==> src/rtl/gpio_port_pkg.sv <==
package gpio_port_pkg;

    // pin count and bus geometry
    localparam int          N_PINS   = 10;
    localparam int          ADDR_W   = 6;
    localparam int          DATA_W   = 32;
    localparam int          STRB_W   = DATA_W / 8;
    localparam int          STATUS_W = 1;

    // register byte offsets
    localparam logic [5:0]  OFF_CTRL       = 6'h00;
    localparam logic [5:0]  OFF_OPEN       = 6'h04;
    localparam logic [5:0]  OFF_DIR        = 6'h08;
    localparam logic [5:0]  OFF_OUT        = 6'h0C;
    localparam logic [5:0]  OFF_LEVEL      = 6'h10;
    localparam logic [5:0]  OFF_LCI_ROLE   = 6'h14;
    localparam logic [5:0]  OFF_HWAKE_ROLE = 6'h18;
    localparam logic [5:0]  OFF_HWAKE      = 6'h1C;
    localparam logic [5:0]  OFF_STATUS     = 6'h20;
    localparam logic [5:0]  OFF_MASK       = 6'h24;

    // field positions
    localparam int          CTRL_OPEN_BIT = 0;
    localparam int          HWAKE_BIT     = 0;
    localparam int          ST_WAKE_BIT   = 0;

    // reset values
    localparam logic [9:0]  PIN_RESET     = 10'h000;
    localparam logic [0:0]  STATUS_RESET  = 1'h0;

    // pins 1, 3, 4, 5 and 9 (bits 0, 2, 3, 4, 8) may wake the module
    localparam logic [9:0]  WAKE_CAPABLE  = 10'h11D;

    // bus responses
    localparam logic [1:0]  RESP_OKAY     = 2'h0;
    localparam logic [1:0]  RESP_SLVERR   = 2'h2;

    // static configuration of one pin
    typedef struct packed {
        logic open;
        logic dir_out;
        logic out_level;
        logic role_lci;
        logic role_hwake;
        logic wake_capable;
    } pin_cfg_s;

    // what one pad is told to do
    typedef struct packed {
        logic out;
        logic oe_b;
        logic pull_down;
    } pad_drive_s;

endpackage : gpio_port_pkg

==> src/rtl/gpio_pin_cell.sv <==
`timescale 1ns/10ps
`default_nettype none

module gpio_pin_cell
(
    input  wire logic                      clock,
    input  wire logic                      rst_b,
    input  wire logic                      clock_enable,
    input  wire gpio_port_pkg::pin_cfg_s   cfg,
    input  wire logic                      sleep_mode,
    input  wire logic                      hwake_level,
    input  wire logic                      pad_in,
    output gpio_port_pkg::pad_drive_s      drive,
    output logic                           level,
    output logic                           wake_edge
);

    typedef struct packed {
        logic                       sync1;
        logic                       sync2;
        logic                       sync3;
        gpio_port_pkg::pad_drive_s  drive;
    } cell_state_s;

    cell_state_s s;
    cell_state_s next_s;

    // pad control; the role outputs win over the plain direction bit
    always_comb
    begin
        next_s       = s;
        next_s.sync1 = pad_in;
        next_s.sync2 = s.sync1;
        next_s.sync3 = s.sync2;
        if (!cfg.open)
        begin
            next_s.drive = '{out: 1'b0, oe_b: 1'b1, pull_down: 1'b1};
        end
        else if (cfg.role_lci)
        begin
            next_s.drive = '{out: sleep_mode, oe_b: 1'b0, pull_down: 1'b0};
        end
        else if (cfg.role_hwake)
        begin
            next_s.drive = '{out: hwake_level, oe_b: 1'b0, pull_down: 1'b0};
        end
        else if (cfg.dir_out)
        begin
            next_s.drive = '{out: cfg.out_level, oe_b: 1'b0, pull_down: 1'b0};
        end
        else
        begin
            next_s.drive = '{out: 1'b0, oe_b: 1'b1, pull_down: 1'b0};
        end
    end

    // pad comes back in from outside the clock domain: two flops first
    always_ff @(posedge clock or negedge rst_b)
    begin
        if (!rst_b)
        begin
            s <= '{sync1: 1'b0, sync2: 1'b0, sync3: 1'b0,
                   drive: '{out: 1'b0, oe_b: 1'b1, pull_down: 1'b1}};
        end
        else if (clock_enable)
        begin
            s <= next_s;
        end
    end

    // edge looks only at the second and third flops, never the first
    assign drive     = s.drive;
    assign level     = s.sync2;
    assign wake_edge = sleep_mode & cfg.open & ~cfg.dir_out & ~cfg.role_lci & ~cfg.role_hwake
                       & cfg.wake_capable & (s.sync2 ^ s.sync3);

endmodule : gpio_pin_cell

`default_nettype wire

==> src/rtl/gpio_port_with_sleep_wake.sv <==
`timescale 1ns/10ps
`default_nettype none

// Functional notes
// - ten general purpose pins, each one independently an input or an output
// - pin configuration is accepted only while the port driver is open
// - unconfigured or closed pins float with the pull-down enabled
// - an input pin floats with no pull resistor at all
// - any pin may take the low-current indicator or host wakeup role
// - in sleep, a level change on input pins 1,3,4,5,9 wakes the module
// - software can read the current level of every pin
// - low-current indicator pin drives high in sleep, low otherwise
// - host wakeup pin is active high: high requests wakeup
// - after reset the low-current indicator role is off on all pins
module gpio_port_with_sleep_wake
(
    input  wire logic                                   clock,
    input  wire logic                                   rst_b,
    input  wire logic                                   clock_enable,
    // axi4-lite write address
    input  wire logic                                   awvalid,
    output logic                                        awready,
    input  wire logic [gpio_port_pkg::ADDR_W-1:0]       awaddr,
    // axi4-lite write data
    input  wire logic                                   wvalid,
    output logic                                        wready,
    input  wire logic [gpio_port_pkg::DATA_W-1:0]       wdata,
    input  wire logic [gpio_port_pkg::STRB_W-1:0]       wstrb,
    // axi4-lite write response
    output logic                                        bvalid,
    input  wire logic                                   bready,
    output logic [1:0]                                  bresp,
    // axi4-lite read address
    input  wire logic                                   arvalid,
    output logic                                        arready,
    input  wire logic [gpio_port_pkg::ADDR_W-1:0]       araddr,
    // axi4-lite read data
    output logic                                        rvalid,
    input  wire logic                                   rready,
    output logic [gpio_port_pkg::DATA_W-1:0]            rdata,
    output logic [1:0]                                  rresp,
    // power state of the module
    input  wire logic                                   sleep_mode,
    output logic                                        module_wake,
    output logic                                        irq,
    // pads
    input  wire logic [gpio_port_pkg::N_PINS-1:0]       gp_pin_in,
    output logic [gpio_port_pkg::N_PINS-1:0]            gp_pin_out,
    output logic [gpio_port_pkg::N_PINS-1:0]            gp_pin_oe_b,
    output logic [gpio_port_pkg::N_PINS-1:0]            gp_pin_pull_down
);

    // short local names for the package geometry
    localparam int NP = gpio_port_pkg::N_PINS;
    localparam int DW = gpio_port_pkg::DATA_W;
    localparam int AW = gpio_port_pkg::ADDR_W;
    localparam int SW = gpio_port_pkg::STATUS_W;

    typedef struct packed {
        logic                               drv_open;
        logic [NP-1:0]                      pin_open;
        logic [NP-1:0]                      dir_out;
        logic [NP-1:0]                      out_level;
        logic [NP-1:0]                      role_lci;
        logic [NP-1:0]                      role_hwake;
        logic                               hwake;
        logic [SW-1:0]                      status;
        logic [SW-1:0]                      mask;
        logic                               wake;
        logic                               aw_got;
        logic [AW-1:0]                      wr_addr;
        logic                               w_got;
        logic [DW-1:0]                      wr_data;
        logic [gpio_port_pkg::STRB_W-1:0]   wr_strb;
        logic                               bvalid;
        logic [1:0]                         bresp;
        logic                               rvalid;
        logic [DW-1:0]                      rdata;
        logic [1:0]                         rresp;
    } port_state_s;

    port_state_s s;
    port_state_s next_s;

    // per-pin cell views and handshake strobes
    logic [NP-1:0]                          pin_level;
    logic [NP-1:0]                          pin_edge;
    gpio_port_pkg::pad_drive_s              pad_drive [NP];
    gpio_port_pkg::pin_cfg_s                pin_cfg [NP];
    logic                                   aw_take;
    logic                                   w_take;
    logic                                   ar_take;
    logic                                   wr_fire;
    logic [DW:0]                            wr_view;
    logic [DW:0]                            rd_view;
    logic [DW-1:0]                          wv;
    logic [SW-1:0]                          st_set;
    logic [SW-1:0]                          st_clear;

    // register view at an address: top bit is the hit flag, unused bits read zero
    function automatic logic [DW:0] reg_view(input logic [AW-1:0] a,
                                             input port_state_s   st,
                                             input logic [NP-1:0] lvl);
        logic [DW:0] v;
        v = '0;
        v[DW] = 1'b1;
        case (a)
            gpio_port_pkg::OFF_CTRL:       v[gpio_port_pkg::CTRL_OPEN_BIT] = st.drv_open;
            gpio_port_pkg::OFF_OPEN:       v[NP-1:0] = st.pin_open;
            gpio_port_pkg::OFF_DIR:        v[NP-1:0] = st.dir_out;
            gpio_port_pkg::OFF_OUT:        v[NP-1:0] = st.out_level;
            gpio_port_pkg::OFF_LEVEL:      v[NP-1:0] = lvl;
            gpio_port_pkg::OFF_LCI_ROLE:   v[NP-1:0] = st.role_lci;
            gpio_port_pkg::OFF_HWAKE_ROLE: v[NP-1:0] = st.role_hwake;
            gpio_port_pkg::OFF_HWAKE:      v[gpio_port_pkg::HWAKE_BIT] = st.hwake;
            gpio_port_pkg::OFF_STATUS:     v[SW-1:0] = st.status;
            gpio_port_pkg::OFF_MASK:       v[SW-1:0] = st.mask;
            default:                       v[DW] = 1'b0;
        endcase
        return v;
    endfunction : reg_view

    // merge written bytes over the present value, lane by lane
    function automatic logic [DW-1:0] merge(input logic [DW-1:0]                    old_v,
                                            input logic [DW-1:0]                    new_v,
                                            input logic [gpio_port_pkg::STRB_W-1:0] strb);
        logic [DW-1:0] m;
        m = old_v;
        for (int i = 0; i < gpio_port_pkg::STRB_W; i++)
        begin
            if (strb[i])
            begin
                m[i*8 +: 8] = new_v[i*8 +: 8];
            end
        end
        return m;
    endfunction : merge

    // a locked field keeps its bit wherever the pin is still open
    function automatic logic [NP-1:0] keep_open(input logic [NP-1:0] old_v,
                                                input logic [NP-1:0] new_v,
                                                input logic [NP-1:0] open_v);
        return (old_v & open_v) | (new_v & ~open_v);
    endfunction : keep_open

    // one cell per pad
    generate
        for (genvar g = 0; g < NP; g++)
        begin : g_pin
            assign pin_cfg[g] = '{open:         s.drv_open & s.pin_open[g],
                                  dir_out:      s.dir_out[g],
                                  out_level:    s.out_level[g],
                                  role_lci:     s.role_lci[g],
                                  role_hwake:   s.role_hwake[g],
                                  wake_capable: gpio_port_pkg::WAKE_CAPABLE[g]};

            gpio_pin_cell u_cell
            (
                .clock        (clock),
                .rst_b        (rst_b),
                .clock_enable (clock_enable),
                .cfg          (pin_cfg[g]),
                .sleep_mode   (sleep_mode),
                .hwake_level  (s.hwake),
                .pad_in       (gp_pin_in[g]),
                .drive        (pad_drive[g]),
                .level        (pin_level[g]),
                .wake_edge    (pin_edge[g])
            );

            assign gp_pin_out[g]       = pad_drive[g].out;
            assign gp_pin_oe_b[g]      = pad_drive[g].oe_b;
            assign gp_pin_pull_down[g] = pad_drive[g].pull_down;
        end
    endgenerate

    // readies drop while frozen so no handshake is seen that the state misses
    assign awready = clock_enable & ~s.aw_got & ~s.bvalid;
    assign wready  = clock_enable & ~s.w_got & ~s.bvalid;
    assign arready = clock_enable & ~s.rvalid;
    assign aw_take = awvalid & awready;
    assign w_take  = wvalid & wready;
    assign ar_take = arvalid & arready;
    assign wr_fire = s.aw_got & s.w_got & ~s.bvalid;

    // views for the pending write and the incoming read
    assign wr_view = reg_view(s.wr_addr, s, pin_level);
    assign rd_view = reg_view(araddr, s, pin_level);
    assign wv      = merge(wr_view[DW-1:0], s.wr_data, s.wr_strb);

    // sticky events; a read of status clears, but a new event in that cycle wins
    assign st_set   = SW'(|pin_edge);
    assign st_clear = (ar_take && araddr == gpio_port_pkg::OFF_STATUS) ? s.status : '0;

    always_comb
    begin
        next_s        = s;
        next_s.wake   = |pin_edge;
        next_s.status = (s.status & ~st_clear) | st_set;

        // address and data are taken in either order and held until the write
        if (aw_take)
        begin
            next_s.aw_got  = 1'b1;
            next_s.wr_addr = awaddr;
        end

        if (w_take)
        begin
            next_s.w_got   = 1'b1;
            next_s.wr_data = wdata;
            next_s.wr_strb = wstrb;
        end

        if (s.bvalid && bready)
        begin
            next_s.bvalid = 1'b0;
        end

        // commit a write once both halves are in
        if (wr_fire)
        begin
            next_s.aw_got = 1'b0;
            next_s.w_got  = 1'b0;
            next_s.bvalid = 1'b1;
            next_s.bresp  = wr_view[DW] ? gpio_port_pkg::RESP_OKAY : gpio_port_pkg::RESP_SLVERR;

            case (s.wr_addr)
                gpio_port_pkg::OFF_CTRL:
                begin
                    next_s.drv_open = wv[gpio_port_pkg::CTRL_OPEN_BIT];
                    // closing the driver closes every pin with it
                    if (!wv[gpio_port_pkg::CTRL_OPEN_BIT])
                    begin
                        next_s.pin_open = gpio_port_pkg::PIN_RESET;
                    end
                end

                gpio_port_pkg::OFF_OPEN:
                begin
                    if (s.drv_open)
                    begin
                        next_s.pin_open = wv[NP-1:0];
                    end
                end

                gpio_port_pkg::OFF_DIR:
                begin
                    if (s.drv_open)
                    begin
                        next_s.dir_out = keep_open(s.dir_out, wv[NP-1:0], s.pin_open);
                    end
                end

                gpio_port_pkg::OFF_OUT:
                begin
                    if (s.drv_open)
                    begin
                        next_s.out_level = wv[NP-1:0];
                    end
                end

                gpio_port_pkg::OFF_LCI_ROLE:
                begin
                    if (s.drv_open)
                    begin
                        next_s.role_lci = keep_open(s.role_lci, wv[NP-1:0], s.pin_open);
                    end
                end

                gpio_port_pkg::OFF_HWAKE_ROLE:
                begin
                    if (s.drv_open)
                    begin
                        next_s.role_hwake = keep_open(s.role_hwake, wv[NP-1:0], s.pin_open);
                    end
                end

                gpio_port_pkg::OFF_HWAKE:
                begin
                    next_s.hwake = wv[gpio_port_pkg::HWAKE_BIT];
                end

                gpio_port_pkg::OFF_MASK:
                begin
                    next_s.mask = wv[SW-1:0];
                end

                default:
                begin
                    next_s.mask = s.mask; // read-only or unmapped: nothing stored
                end
            endcase
        end

        // reads answer in the cycle after the address is taken
        if (s.rvalid && rready)
        begin
            next_s.rvalid = 1'b0;
        end

        if (ar_take)
        begin
            next_s.rvalid = 1'b1;
            next_s.rdata  = rd_view[DW-1:0];
            next_s.rresp  = rd_view[DW] ? gpio_port_pkg::RESP_OKAY : gpio_port_pkg::RESP_SLVERR;
        end
    end

    // every control bit clears, so no pin is open or in a role after reset
    always_ff @(posedge clock or negedge rst_b)
    begin
        if (!rst_b)
        begin
            s            <= '0;
            s.pin_open   <= gpio_port_pkg::PIN_RESET;
            s.dir_out    <= gpio_port_pkg::PIN_RESET;
            s.out_level  <= gpio_port_pkg::PIN_RESET;
            s.role_lci   <= gpio_port_pkg::PIN_RESET;
            s.role_hwake <= gpio_port_pkg::PIN_RESET;
            s.status     <= gpio_port_pkg::STATUS_RESET;
        end
        else if (clock_enable)
        begin
            s <= next_s;
        end
    end

    // outputs straight from state
    assign bvalid      = s.bvalid;
    assign bresp       = s.bresp;
    assign rvalid      = s.rvalid;
    assign rdata       = s.rdata;
    assign rresp       = s.rresp;
    assign module_wake = s.wake;
    assign irq         = |(s.status & s.mask);

endmodule : gpio_port_with_sleep_wake

`default_nettype wire

==> config.mk <==
export PLATFORM = sky130hd
export DESIGN_NAME = gpio_port_with_sleep_wake
export DESIGN_NICKNAME = d
export VERILOG_FILES = /design/src/rtl/gpio_port_pkg.sv /design/src/rtl/gpio_pin_cell.sv /design/src/rtl/gpio_port_with_sleep_wake.sv
export SDC_FILE = /design/constraint.sdc
export NUM_CORES = 1
export LEC_CHECK = 0
export ABC_AREA = 1
export BUFFER_PORTS_ARGS = -buffer_cell sky130_fd_sc_hd__buf_2
export CAP_MARGIN = 5
export CORE_MARGIN = 5
export CORE_UTILIZATION = 35
export CTS_CLUSTER_SIZE = 16
export DETAILED_ROUTE_END_ITERATION = 8
export PLACE_DENSITY_LB_ADDON = 0.12
export SLEW_MARGIN = 20
export SYNTH_ARGS = -nofsm -noshare
export SYNTH_HDL_FRONTEND = slang
export SYNTH_SLANG_ARGS = --single-unit
export TNS_END_PERCENT = 30
==> constraint.sdc <==
create_clock -name clock -period 2.4 [get_ports clock]
set_clock_uncertainty 0.2 [all_clocks]
set_input_delay 0.48 -clock clock [delete_from_list [all_inputs] [get_ports clock]]
set_output_delay 0.48 -clock clock [all_outputs]
set_load 0.01 [all_outputs]
======== After elaboration in Yosys (flattened, before gate mapping) ========
Cells that the tools add are included.
storage, ports and cells
  logic and storage cells ................. 267
  output and inout port bits .............. 73
  register bits ........................... 170
cells by class
  equality and inequality tests ........... 20
  bitwise gates (word level) .............. 81
  reductions and logical operators ........ 29
  muxes and demuxes ....................... 62
operators by type and width
  operator                                                               number
  3-bit 2-to-1 mux                                                       41
  9-bit one-hot mux with 6 select lines                                  2
  6-bit by 5-bit equality test with 1-bit output, second input constant  8
  1-bit AND                                                              47
  10-bit AND                                                             4
  37-bit 2-to-1 mux                                                      1
  35-bit 2-to-1 mux                                                      1
  10-bit bitwise OR                                                      3
  6-bit by 4-bit equality test with 1-bit output, second input constant  4
  6-bit equality test, second input constant                             4
  10-bit 2-to-1 mux                                                      2
  1-bit NOT                                                              20
  1-bit one-hot mux with 10 select lines                                 2
  10-bit one-hot mux with 2 select lines                                 1
  10-bit OR reduction                                                    2
  2-bit AND reduction                                                    8
  4-bit AND reduction                                                    4
  6-bit by 3-bit equality test with 1-bit output, second input constant  2
  6-bit logical NOT                                                      2
  10-bit NOT                                                             1
  2-bit nonzero test                                                     5
  3-bit AND reduction                                                    3
  8-bit 2-to-1 mux                                                       1
  1-bit 2-to-1 mux                                                       7
  other kinds (8)                                                        17

======== Depth between registers and ports, before layout ========
Gate-level depths: netlist of run 1.
  word-level depth ........................ 8
  mapped depth ............................ 13
  mapped depth without buffers ............ 13

======== Modules after synthesis ========
From an unflattened synthesis of run 1, not the netlist that was laid out.
second synthesis, totals
  cells, all modules ...................... 1,119
  area, all modules ....................... 8,558.2 µm²
by module, submodules not included
  module                     area each (µm²)  times used  seq. area each (µm²)  cells an instance
  gpio_port_with_sleep_wake  5,192.5          1           2,227.1               699
  gpio_pin_cell              336.6            10          152.6                 42

======== Worst setup path after synthesis of run 1 ========
Ideal clock, no wire load.
  path kind ............................... register -> register
  from .................................... register s[80] (netlist bit)
  to ...................................... register s[135] (netlist bit)
  stages on the path, launching flop included .. 12
  arrival time ............................ 1.507 ns
  buffers on the path ..................... 0
  slack ................................... 0.629 ns
  clock period less this slack ............ 1.771 ns
  path through ............................ dfrtp_1 > nor2_4 > inv_2 > nor2_8 > a21oi_2 > nand3_2 > nand2_4 > nand2_8 > nand2_8 > nand2_8 > nand2_2 > nand2_2
between the ends
  word-level cells in the longest chain between the ends .. 5
  elaborated cells on any way between the ends .. 20
ends and longest elaborated chain
  item                                                                                             RTL line                          source
  from (decl)                                                                                      gpio_port_with_sleep_wake.sv:82   port_state_s s;
  from (signal assigned)                                                                           gpio_port_with_sleep_wake.sv:325  s <= next_s;
  6-bit equality test, or another cell as far along                                                gpio_port_with_sleep_wake.sv:107  case (a)
  1-bit one-hot mux with 10 select lines or 9-bit one-hot mux with 6 select lines (tied branches)  gpio_port_with_sleep_wake.sv:107
  8-bit 2-to-1 mux or 2-bit 2-to-1 mux (tied branches)                                             gpio_port_with_sleep_wake.sv:131  if (strb[i])
  2-bit != test (no line) or 10-bit 2-to-1 mux (tied branches)                                     --
  5-bit AND reduction (no line) or 10-bit one-hot mux with 2 select lines (tied branches)          --
Several ways; a longest one is shown, not always the timed one. The select of a mux whose other input is x is not followed.
A chain may end at the register's enable or synchronous reset.

==> results_dict.tcl, run 1 <==
set metrics [dict create \
    grtUsageTotal 0.1988 \
    clk_latency_ns 0.43 \
    overflow 0 \
    synth_top_cell_area_share 0.3996 \
    whs_ns 0.05041 \
    critPathTopFamily "simple AND/OR/NAND/NOR gates" \
    antennaDiodeCount 0 \
    end_kind "flip-flop" \
    fmax_mhz 456.2 \
    slew_violations 0 \
    ys_top_cells_by_area "dfrtp_1 40%, nand2_1 8.7%, dfstp_2 6.8%" \
    root_buffer "clkbuf_16" \
    outcome "finished clean" \
    netlist_area_um2 7765 \
    fillers 2276 \
    worstPathCellList "nor2_4, nand3_2, o22ai_1, nor2_1, nand2_1, nand2_2, o31ai_1" \
    vias_per_cell 5.016 \
    yosysMostFrequentCell "nand2_1" \
    grt_pass1_wl_mm 39.47 \
    clkSlewWorstSetupHoldPaths_ns 0.06 \
    antenna_found_initial 0 \
    multiInputGateArea_um2 3271 \
    post-route-drc-count 0 \
    routabilityCongestion 0.8738 \
    seq_area_frac_synth 0.4673 \
    setup-violations-final 0 \
    synthCells 955 \
    synthTopCellsByCount "180 x nand2_1, 124 x dfrtp_1, 113 x nor2_1" \
    start_util 0.3558 \
    hold_viol_final 0 \
    fin_ws_ns 0.2079 \
    pin_count 140 \
    antenna_left 0 \
    crit_type "reg2reg" \
    worst_pin_slew_ns 0.6555 \
    p_leak_nw 4.234 \
    crit_fanout 13 \
    p_per_area_nw_per_um2 783.2 \
    io_buffers 91 \
    ys_ff_latch 144 \
    layout-drive-gt1-share 0.2244 \
    vdd_drop_max_uv 443.6 \
    avgRoutedWirePerCell_um 18.75 \
    synth_top_area_cell "dfrtp_1" \
    met1_usage 0.2924 \
    slowest_delay_ns 0.40 \
    path_buf_inv 0 \
    drt_wl_total_mm 25.05 \
    critPathSlowestCell "dfrtp_1" \
    grt_setup_unrepaired "false" \
    hold_path_class "in2reg" \
    gr-usage-met3 0.04064 \
    first_pass_iters 5 \
    via_count 6701 \
    htreeDepth 4 \
    core_um2 21820 \
    relSlewSlack 0.5630 \
    yosysWarnings 0 \
    final_core_util 0.4109 \
    final.setup.tns_ns 0 \
    synth_ff_type "dfrtp_1" \
    power_mw 7.023 \
    cts_tree "built" \
    ys_types 45 \
    cts_resized 0 \
    synth-async-reset-ratio 1.000 \
    fin_crit_ns 2.192 \
    nets 1111 \
    arrival_ns 2.31 \
    grt_max_degree 58 \
    cap_viol_max_count 0 \
    final_cells 1336 \
    fp.dieW_um 159.0 \
    numCtsBuffers 17 \
    stdcell_area_um2 8967 \
    grt-busiest-layer "met2" \
    met2_usage 0.3001 \
    placed_area_um2 8441 \
    dp.cells 1304 \
    fin_crit_sh 0.9134 \
    grt_pass1_vias 6567 \
    clock_path_buffers 2 \
    start_kind "flip-flop" \
    die-area_um2 25270 \
    clock_sinks 144 \
    area_growth_pct 15.49 \
    critPathRequiredTime_ns 2.52 \
    regArea_um2 3628 \
    dp_slack_ns 0.1885 \
    hpwl_mm 17.95 \
    detail_route.iter0.violations 586 \
    synth_edf_count 0 \
    postSynthAreaPerCell_um2 8.131 \
    die_h_um 159.0 \
    rows 54 \
]
[worst reg2reg max path, cell delays in order (launching register included)]
cell	delay, ns
dfrtp_1	0.40
nor2_4	0.32
nand3_2	0.39
o22ai_1	0.29
nor2_1	0.07
nand2_1	0.08
nand2_2	0.09
o31ai_1	0.24
[layout make-up]
| class | instances | share of cell area |
|---|---|---|
| multi-input cells | 649 | 0.3647 |
| clock buffers | 24 | 0.05037 |
| flip-flops and latches | 144 | 0.4046 |
| well taps | 280 | 0.03907 |
| repair buffers | 136 | 0.09362 |
| inverters | 96 | 0.04032 |
| clock inverters | 7 | 0.007255 |
[where the power goes]
part	switching (mW)	internal [mW]	total, mW
clock	1.03	1.41	2.44
sequential	0.222	2.73	2.95
combinational	1.14	0.495	1.63
[layer usage]
layer  part of all wire  up-vias
met1               0.47     3139
met2               0.45      261
met5                  0        -
met4              0.015        0
met3              0.067       26
li1                   -     3275
[final timing paths]
| kind | end | slack, ns | from | cells after the start |
|---|---|---|---|---|
| worst min register to register | g_pin[3].u_cell.next_s[4]$_DFFE_PN0P_ | 0.27 | g_pin[3].u_cell.next_s[4]$_DFFE_PN0P_ | 2 |
| worst max register to register | flip-flop | 0.21 | s[76]$_DFFE_PN0P_ | 7 |
| max in group asynchronous | async pin | 0.96 | rst_b | 3 |
| worst min-delay path | g_pin[0].u_cell.next_s[4]$_DFFE_PN0P_ | 0.05 | gp_pin_in[0] | 3 |
| min in group asynchronous | async pin | 0.36 | rst_b | 2 |
| worst max-delay path | flip-flop | 0.21 | s[76]$_DFFE_PN0P_ | 7 |
[placed cells by master, fill, tap and decap left out, types with 9 or more instances in the layout]
master / count
buf_4: 41
inv_1: 87
nand2_2: 20
a21oi_1: 29
o21ai_0: 88
nand4_1: 16
o31ai_1: 19
a31oi_1: 9
dfrtp_1: 124
buf_2: 90
o22ai_1: 30
nand2_1: 180
conb_1: 24
nor3_1: 16
dfstp_2: 20
clkbuf_16: 17
nor2_1: 113
nand3_1: 44
[repair_timing]
item / CTS / global route
setup buffers: 0 / 0
hold buffers: 1 / 0
endpoints found under the hold margin: 36 / 0
[cells by family after synthesis]
group                  synth area share
other                         0.0004829
buffers and inverters            0.1226
AOI/OAI and AO/OA                0.1587
and+or+nand+nor                  0.2509
DFF                              0.4673
No activity file was read; power rests on OpenSTA's default activity.
==> run 2: changes to the inputs <==
Settings changed: SYNTH_HIERARCHICAL from default to 1.
==> results_dict.tcl, run 2 <==
set metrics [dict create \
    grtUsageTotal 0.1816 \
    clkSlewWorstSetupHoldPaths_ns 0.07 \
    synthTopCellsByCount "272 x nand2_1, 151 x inv_1, 134 x nor2_1" \
    fillers 2576 \
    overflow 0 \
    swShare 0.3189 \
    layout_common_cells "272 x nand2_1, 151 x inv_1, 133 x nor2_1" \
    synth_top_family_by_area "simple AND/OR/NAND/NOR gates" \
    netlist_area_um2 8558 \
    fin_crit_ns 2.223 \
    vias_per_cell 4.730 \
    whs_ns 0.04801 \
    start_kind "flip-flop" \
    stdcell_area_um2 10040 \
    layout-drive-gt1-share 0.2245 \
    seq_power_share 0.392 \
    root_buffer "clkbuf_16" \
    detail_route.iter0.violations 489 \
    cts_tree "built" \
    p_switching_mw 2.617 \
    ys_top_cells_by_area "dfrtp_1 38%, nand2_1 12%, inv_1 6.6%" \
    slowest_delay_ns 0.43 \
    synth-xor-area-share 0 \
    drt_wl_total_mm 24.94 \
    pwr-share-clk 0.378 \
    outcome "finished clean" \
    clock_path_buffers 2 \
    power_mw 8.205 \
    grt_pass1_vias 7189 \
    synth_ff_type "dfrtp_1" \
    yosys.area_share.simple 0.2819 \
    critPathSlowestCell "dfrtp_1" \
    postSynthAreaPerCell_um2 7.648 \
    critPathTopFamily "simple AND/OR/NAND/NOR gates" \
    p_per_area_nw_per_um2 817.5 \
    hold_path_class "in2reg" \
    final.setup.tns_ns 0 \
    antenna_found_initial 0 \
    area_growth_pct 17.27 \
    p_leak_nw 5.210 \
    arrival_ns 2.30 \
    cap_viol_max_count 0 \
    nets 1297 \
    muxShareOfSynthArea 0.01184 \
    ys_types 39 \
    via_count 7412 \
    io_buffers 91 \
    layout_commonest_cell "nand2_1" \
    worst_pin_slew_ns 0.6355 \
    die_h_um 166.4 \
    worstPathCellList "nor2_4, nand3_2, buf_4, nor2_1, inv_1, nand2_1, o21ai_0" \
    p_int_mw 5.588 \
    setup-violations-final 0 \
    grt_pass1_wl_mm 40.25 \
    end_kind "flip-flop" \
    crit_fanout 18 \
    routabilityCongestion 0.8604 \
    antennaDiodeCount 0 \
    hpwl_mm 17.72 \
    hold_viol_final 0 \
    grt_max_degree 94 \
    synth-async-reset-ratio 1.000 \
    clk_latency_ns 0.43 \
    synthCells 1119 \
    post-route-drc-count 0 \
    antenna_left 0 \
    rows 57 \
    yosysMostFrequentCell "nand2_1" \
    start_util 0.3540 \
    critPathRequiredTime_ns 2.48 \
    clock_sinks 149 \
    fin_crit_sh 0.9264 \
    seq_area_frac_synth 0.4386 \
    synthAdderAreaFrac 0 \
    synth_compound_area_frac 0.1206 \
    path_buf_inv 2 \
    slew_violations 0 \
    relSlewSlack 0.5759 \
    crit_type "reg2reg" \
    core_um2 24180 \
    die-area_um2 27680 \
    synth_top_area_cell "dfrtp_1" \
    fp.dieW_um 166.4 \
    placed_area_um2 9356 \
    synth_edf_count 0 \
    numCtsBuffers 17 \
    avgRoutedWirePerCell_um 15.92 \
    htreeDepth 4 \
    grt_setup_unrepaired "false" \
    pin_count 140 \
    yosysWarnings 6 \
    fmax_mhz 449.7 \
    cts_setup_buffers 0 \
    synth_top_cell_area_share 0.3772 \
    first_pass_iters 5 \
    ys_ff_latch 149 \
    comb_power_share 0.230 \
    vdd_drop_max_uv 510.5 \
]
==> run 2: layer usage <==
layer  GRT usage  wire (um)  vias to the layer above
met2      0.2838      11410                      203
met3     0.03523       1286                       25
li1            -          -                     3693
met1      0.2609      11880                     3491
met4     0.04411        376                        0
met5           0          0                        -
==> run 2: layout make-up <==
class | count | area [um^2] | area share
Sequential cell | 149 | 3754 | 0.3740
Multi-Input combinational cell | 759 | 3676 | 0.3663
Inverter | 153 | 574.3 | 0.05722
Clock inverter | 9 | 198.9 | 0.01982
Timing Repair Buffer | 150 | 959.7 | 0.09562
Clock buffer | 23 | 467.9 | 0.04663
Tap cell | 324 | 405.4 | 0.04039
==> run 2: worst paths after layout <==
check                                                            from                                    end  slack (ns)  cells after the start
worst min register to register  g_pin[1].u_cell/next_s[4]$_DFFE_PN0P_  g_pin[1].u_cell/next_s[4]$_DFFE_PN0P_        0.27                      2
max in group asynchronous                                       rst_b   g_pin[8].u_cell/drive[0]$_DFFE_PN1P_        0.99                      3
min in group asynchronous                                       rst_b  g_pin[4].u_cell/next_s[4]$_DFFE_PN0P_        0.32                      2
worst max register to register                      s[80]$_DFFE_PN0P_                 pin_cfg[9]$_DFFE_PN0P_        0.18                      7
worst max-delay path                                s[80]$_DFFE_PN0P_                 pin_cfg[9]$_DFFE_PN0P_        0.18                      7
worst min-delay path                                     gp_pin_in[0]  g_pin[0].u_cell/next_s[4]$_DFFE_PN0P_        0.05                      3
==> run 2: metrics by stage <==
step,cells,utilization,setup slack [ns]
final,1567,0.4151,0.1765
after global routing,1567,0.4151,0.04909
after CTS,1567,0.4150,0.1278
after detailed placement,1534,0.3870,0.1218
after global placement,1534,0.3870,0.1773
after floorplan,1151,-,0.5480
==> run 2: logic make-up (layout without fill, tap and decap cells) <==
group / count (synthesis) / count (layout)
other cells: 2 / 34
buf+inv: 243 / 335
mux: 9 / 9
simple gates: 541 / 541
flops: 149 / 149
compound gates: 175 / 175
==> run 2: worst register-to-register path, cell delays in order (launching register included) <==
cell and delay (ns):
dfrtp_1 0.43, nor2_4 0.25, nand3_2 0.19, buf_4 0.19, nor2_1 0.20, inv_1 0.34, nand2_1 0.17, o21ai_0 0.10
==> run 2: power groups by stage <==
stage / Sequential (mW) / Combinational [mW] / Clock, mW
2_1_floorplan: 3.17 / 1.27 / 0
3_3_place_gp: 3.25 / 1.89 / 0
3_5_place_dp: 3.26 / 1.89 / 0
4_1_cts: 3.22 / 1.90 / 3.15
5_1_grt: 3.27 / 2.13 / 3.26
6_report: 3.22 / 1.89 / 3.10
==> run 2: timing repair <==
| action | in CTS | in global routing |
|---|---|---|
| endpoints found under the setup margin | 0 | 9 |
| hold buffers | 1 | 0 |
| gates resized for setup | 0 | 1 |
| hold endpoints to repair | 26 | 0 |
==> run 3: changes to the inputs <==
--- a/config.mk
+++ b/config.mk
@@ -14,2 +14,3 @@
 export DETAILED_ROUTE_END_ITERATION = 8
+export HOLD_SLACK_MARGIN = 0.1
 export PLACE_DENSITY_LB_ADDON = 0.12
==> constraint.sdc (replaced) <==
create_clock -name clock -period 2.4 [get_ports clock]
set_clock_uncertainty 0.2 [all_clocks]
set_input_delay 0.24 -clock clock [delete_from_list [all_inputs] [get_ports clock]]
set_output_delay 0.24 -clock clock [all_outputs]
set_load 0.01 [all_outputs]
==> results_dict.tcl, run 3 (synthesis results as in run 2) <==
set metrics [dict create \
    whs_ns 0.1289 \
    post-route-drc-count 0 \
    avgRoutedWirePerCell_um 15.42 \
    relSlewSlack 0.5849 \
    setup-violations-final 0 \
    crit_fanout 18 \
    cts_tree "built" \
    io_buffers 91 \
    clock_path_buffers 2 \
    grt_max_degree 94 \
    overflow 0 \
    worst_pin_slew_ns 0.6212 \
    final_core_util 0.4263 \
    slew_violations 0 \
    fmax_mhz 467.2 \
    drt_wl_total_mm 24.63 \
    nets 1327 \
    fp.dieW_um 166.4 \
    hpwl_mm 17.52 \
    cap_viol_max_count 0 \
    pin_count 140 \
    hold_path_class "in2reg" \
    fin_crit_ns 2.141 \
    numCtsBuffers 17 \
    antenna_found_initial 0 \
    end_kind "flip-flop" \
    layout-drive-gt1-share 0.2145 \
    p_leak_nw 5.304 \
    layout_commonest_cell "nand2_1" \
    critPathRequiredTime_ns 2.48 \
    detail_route.iter0.violations 518 \
    fin_crit_sh 0.8919 \
    core_um2 24180 \
    grtUsageTotal 0.1794 \
    via_count 7436 \
    fillers 2511 \
    area_growth_pct 20.42 \
    hold_viol_final 0 \
    grt_pass1_wl_mm 39.58 \
    clk_latency_ns 0.43 \
    root_buffer "clkbuf_16" \
    start_util 0.3540 \
    layout_common_cells "272 x nand2_1, 151 x inv_1, 134 x nor2_1" \
    p_per_area_nw_per_um2 776.3 \
    first_pass_iters 5 \
    antennaDiodeCount 0 \
    crit_type "in2reg" \
    cts_resized 0 \
    htreeDepth 4 \
    clock_sinks 149 \
    rows 57 \
    clkSlewWorstSetupHoldPaths_ns 0.06 \
    die_h_um 166.4 \
    arrival_ns 2.22 \
    grt_pass1_vias 7170 \
    antenna_left 0 \
    outcome "finished clean" \
    grt_setup_unrepaired "false" \
    vdd_drop_max_uv 567.3 \
    routabilityCongestion 0.8566 \
    vias_per_cell 4.656 \
    start_kind "input port" \
    final.setup.tns_ns 0 \
    die-area_um2 27680 \
]
run 3: area by class of cell:
class	count	area, um^2	share of cell area
Clock inverter	8	120.1	0.01165
Clock buffer	24	501.7	0.04868
Inverter	153	574.3	0.05572
Tap cell	324	405.4	0.03933
Multi-Input combinational cell	759	3674	0.3564
Timing Repair Buffer	180	1277	0.1240
Sequential cell	149	3754	0.3642
run 3: final timing paths:
path / slack, ns / from / end / depth (start not counted)
worst min-delay path: 0.13 / sleep_mode / g_pin[4].u_cell/drive[2]$_DFFE_PN0P_ / 5
worst max register to register: 0.28 / bvalid$_DFFE_PN0P_ / pin_cfg[9]$_DFFE_PN0P_ / 7
worst min register to register: 0.27 / g_pin[0].u_cell/next_s[4]$_DFFE_PN0P_ / g_pin[0].u_cell/next_s[4]$_DFFE_PN0P_ / 2
max in group asynchronous: 0.54 / rst_b / g_pin[4].u_cell/drive[2]$_DFFE_PN0P_ / 4
worst max-delay path: 0.26 / clock_enable / pin_cfg[9]$_DFFE_PN0P_ / 9
min in group asynchronous: 0.62 / rst_b / g_pin[4].u_cell/s[3]$_DFFE_PN0P_ / 3
run 3: where the power goes:
part | switching (mW) | leakage, nW | total (mW) | internal, mW
Combinational | 1.21 | 3.22 | 1.95 | 0.745
Sequential | 0.320 | 1.78 | 3.21 | 2.89
Clock | 1.07 | 0.302 | 2.84 | 1.77
run 3: metrics by stage:
step / cell area [um^2] / setup slack [ns] / instances / total power, mW
2_1_floorplan: 8678 / 0.6027 / 1151 / 4.445
3_3_place_gp: 9304 / 0.2987 / 1527 / 5.157
3_5_place_dp: 9304 / 0.2663 / 1527 / 5.171
4_1_cts: 10310 / 0.2506 / 1597 / 8.092
5_1_grt: 10310 / 0.01574 / 1597 / 8.487
6_report: 10310 / 0.2595 / 1597 / 8.000
run 3: timing repair:
| action | in CTS | in global routing |
|---|---|---|
| endpoints found under the setup margin | 0 | 0 |
| endpoints found under the hold margin | 171 | 0 |
| buffers inserted | 0 | 0 |
| hold buffers | 38 | 0 |
run 3: critical path: stages:
cell and delay, ns:
dlygate4sd3_1 0.52, buf_4 0.16, inv_1 0.10, nor2_1 0.32, nand2_1 0.17, nor2_1 0.18, inv_1 0.30, nand2_1 0.13
o21ai_0 0.09
run 3: layer usage:
layer / part of all wire / global-route usage
met5: 0 / 0
met2: 0.46 / 0.2861
met1: 0.48 / 0.2503
met4: 0.0089 / 0.03415
met3: 0.055 / 0.04475
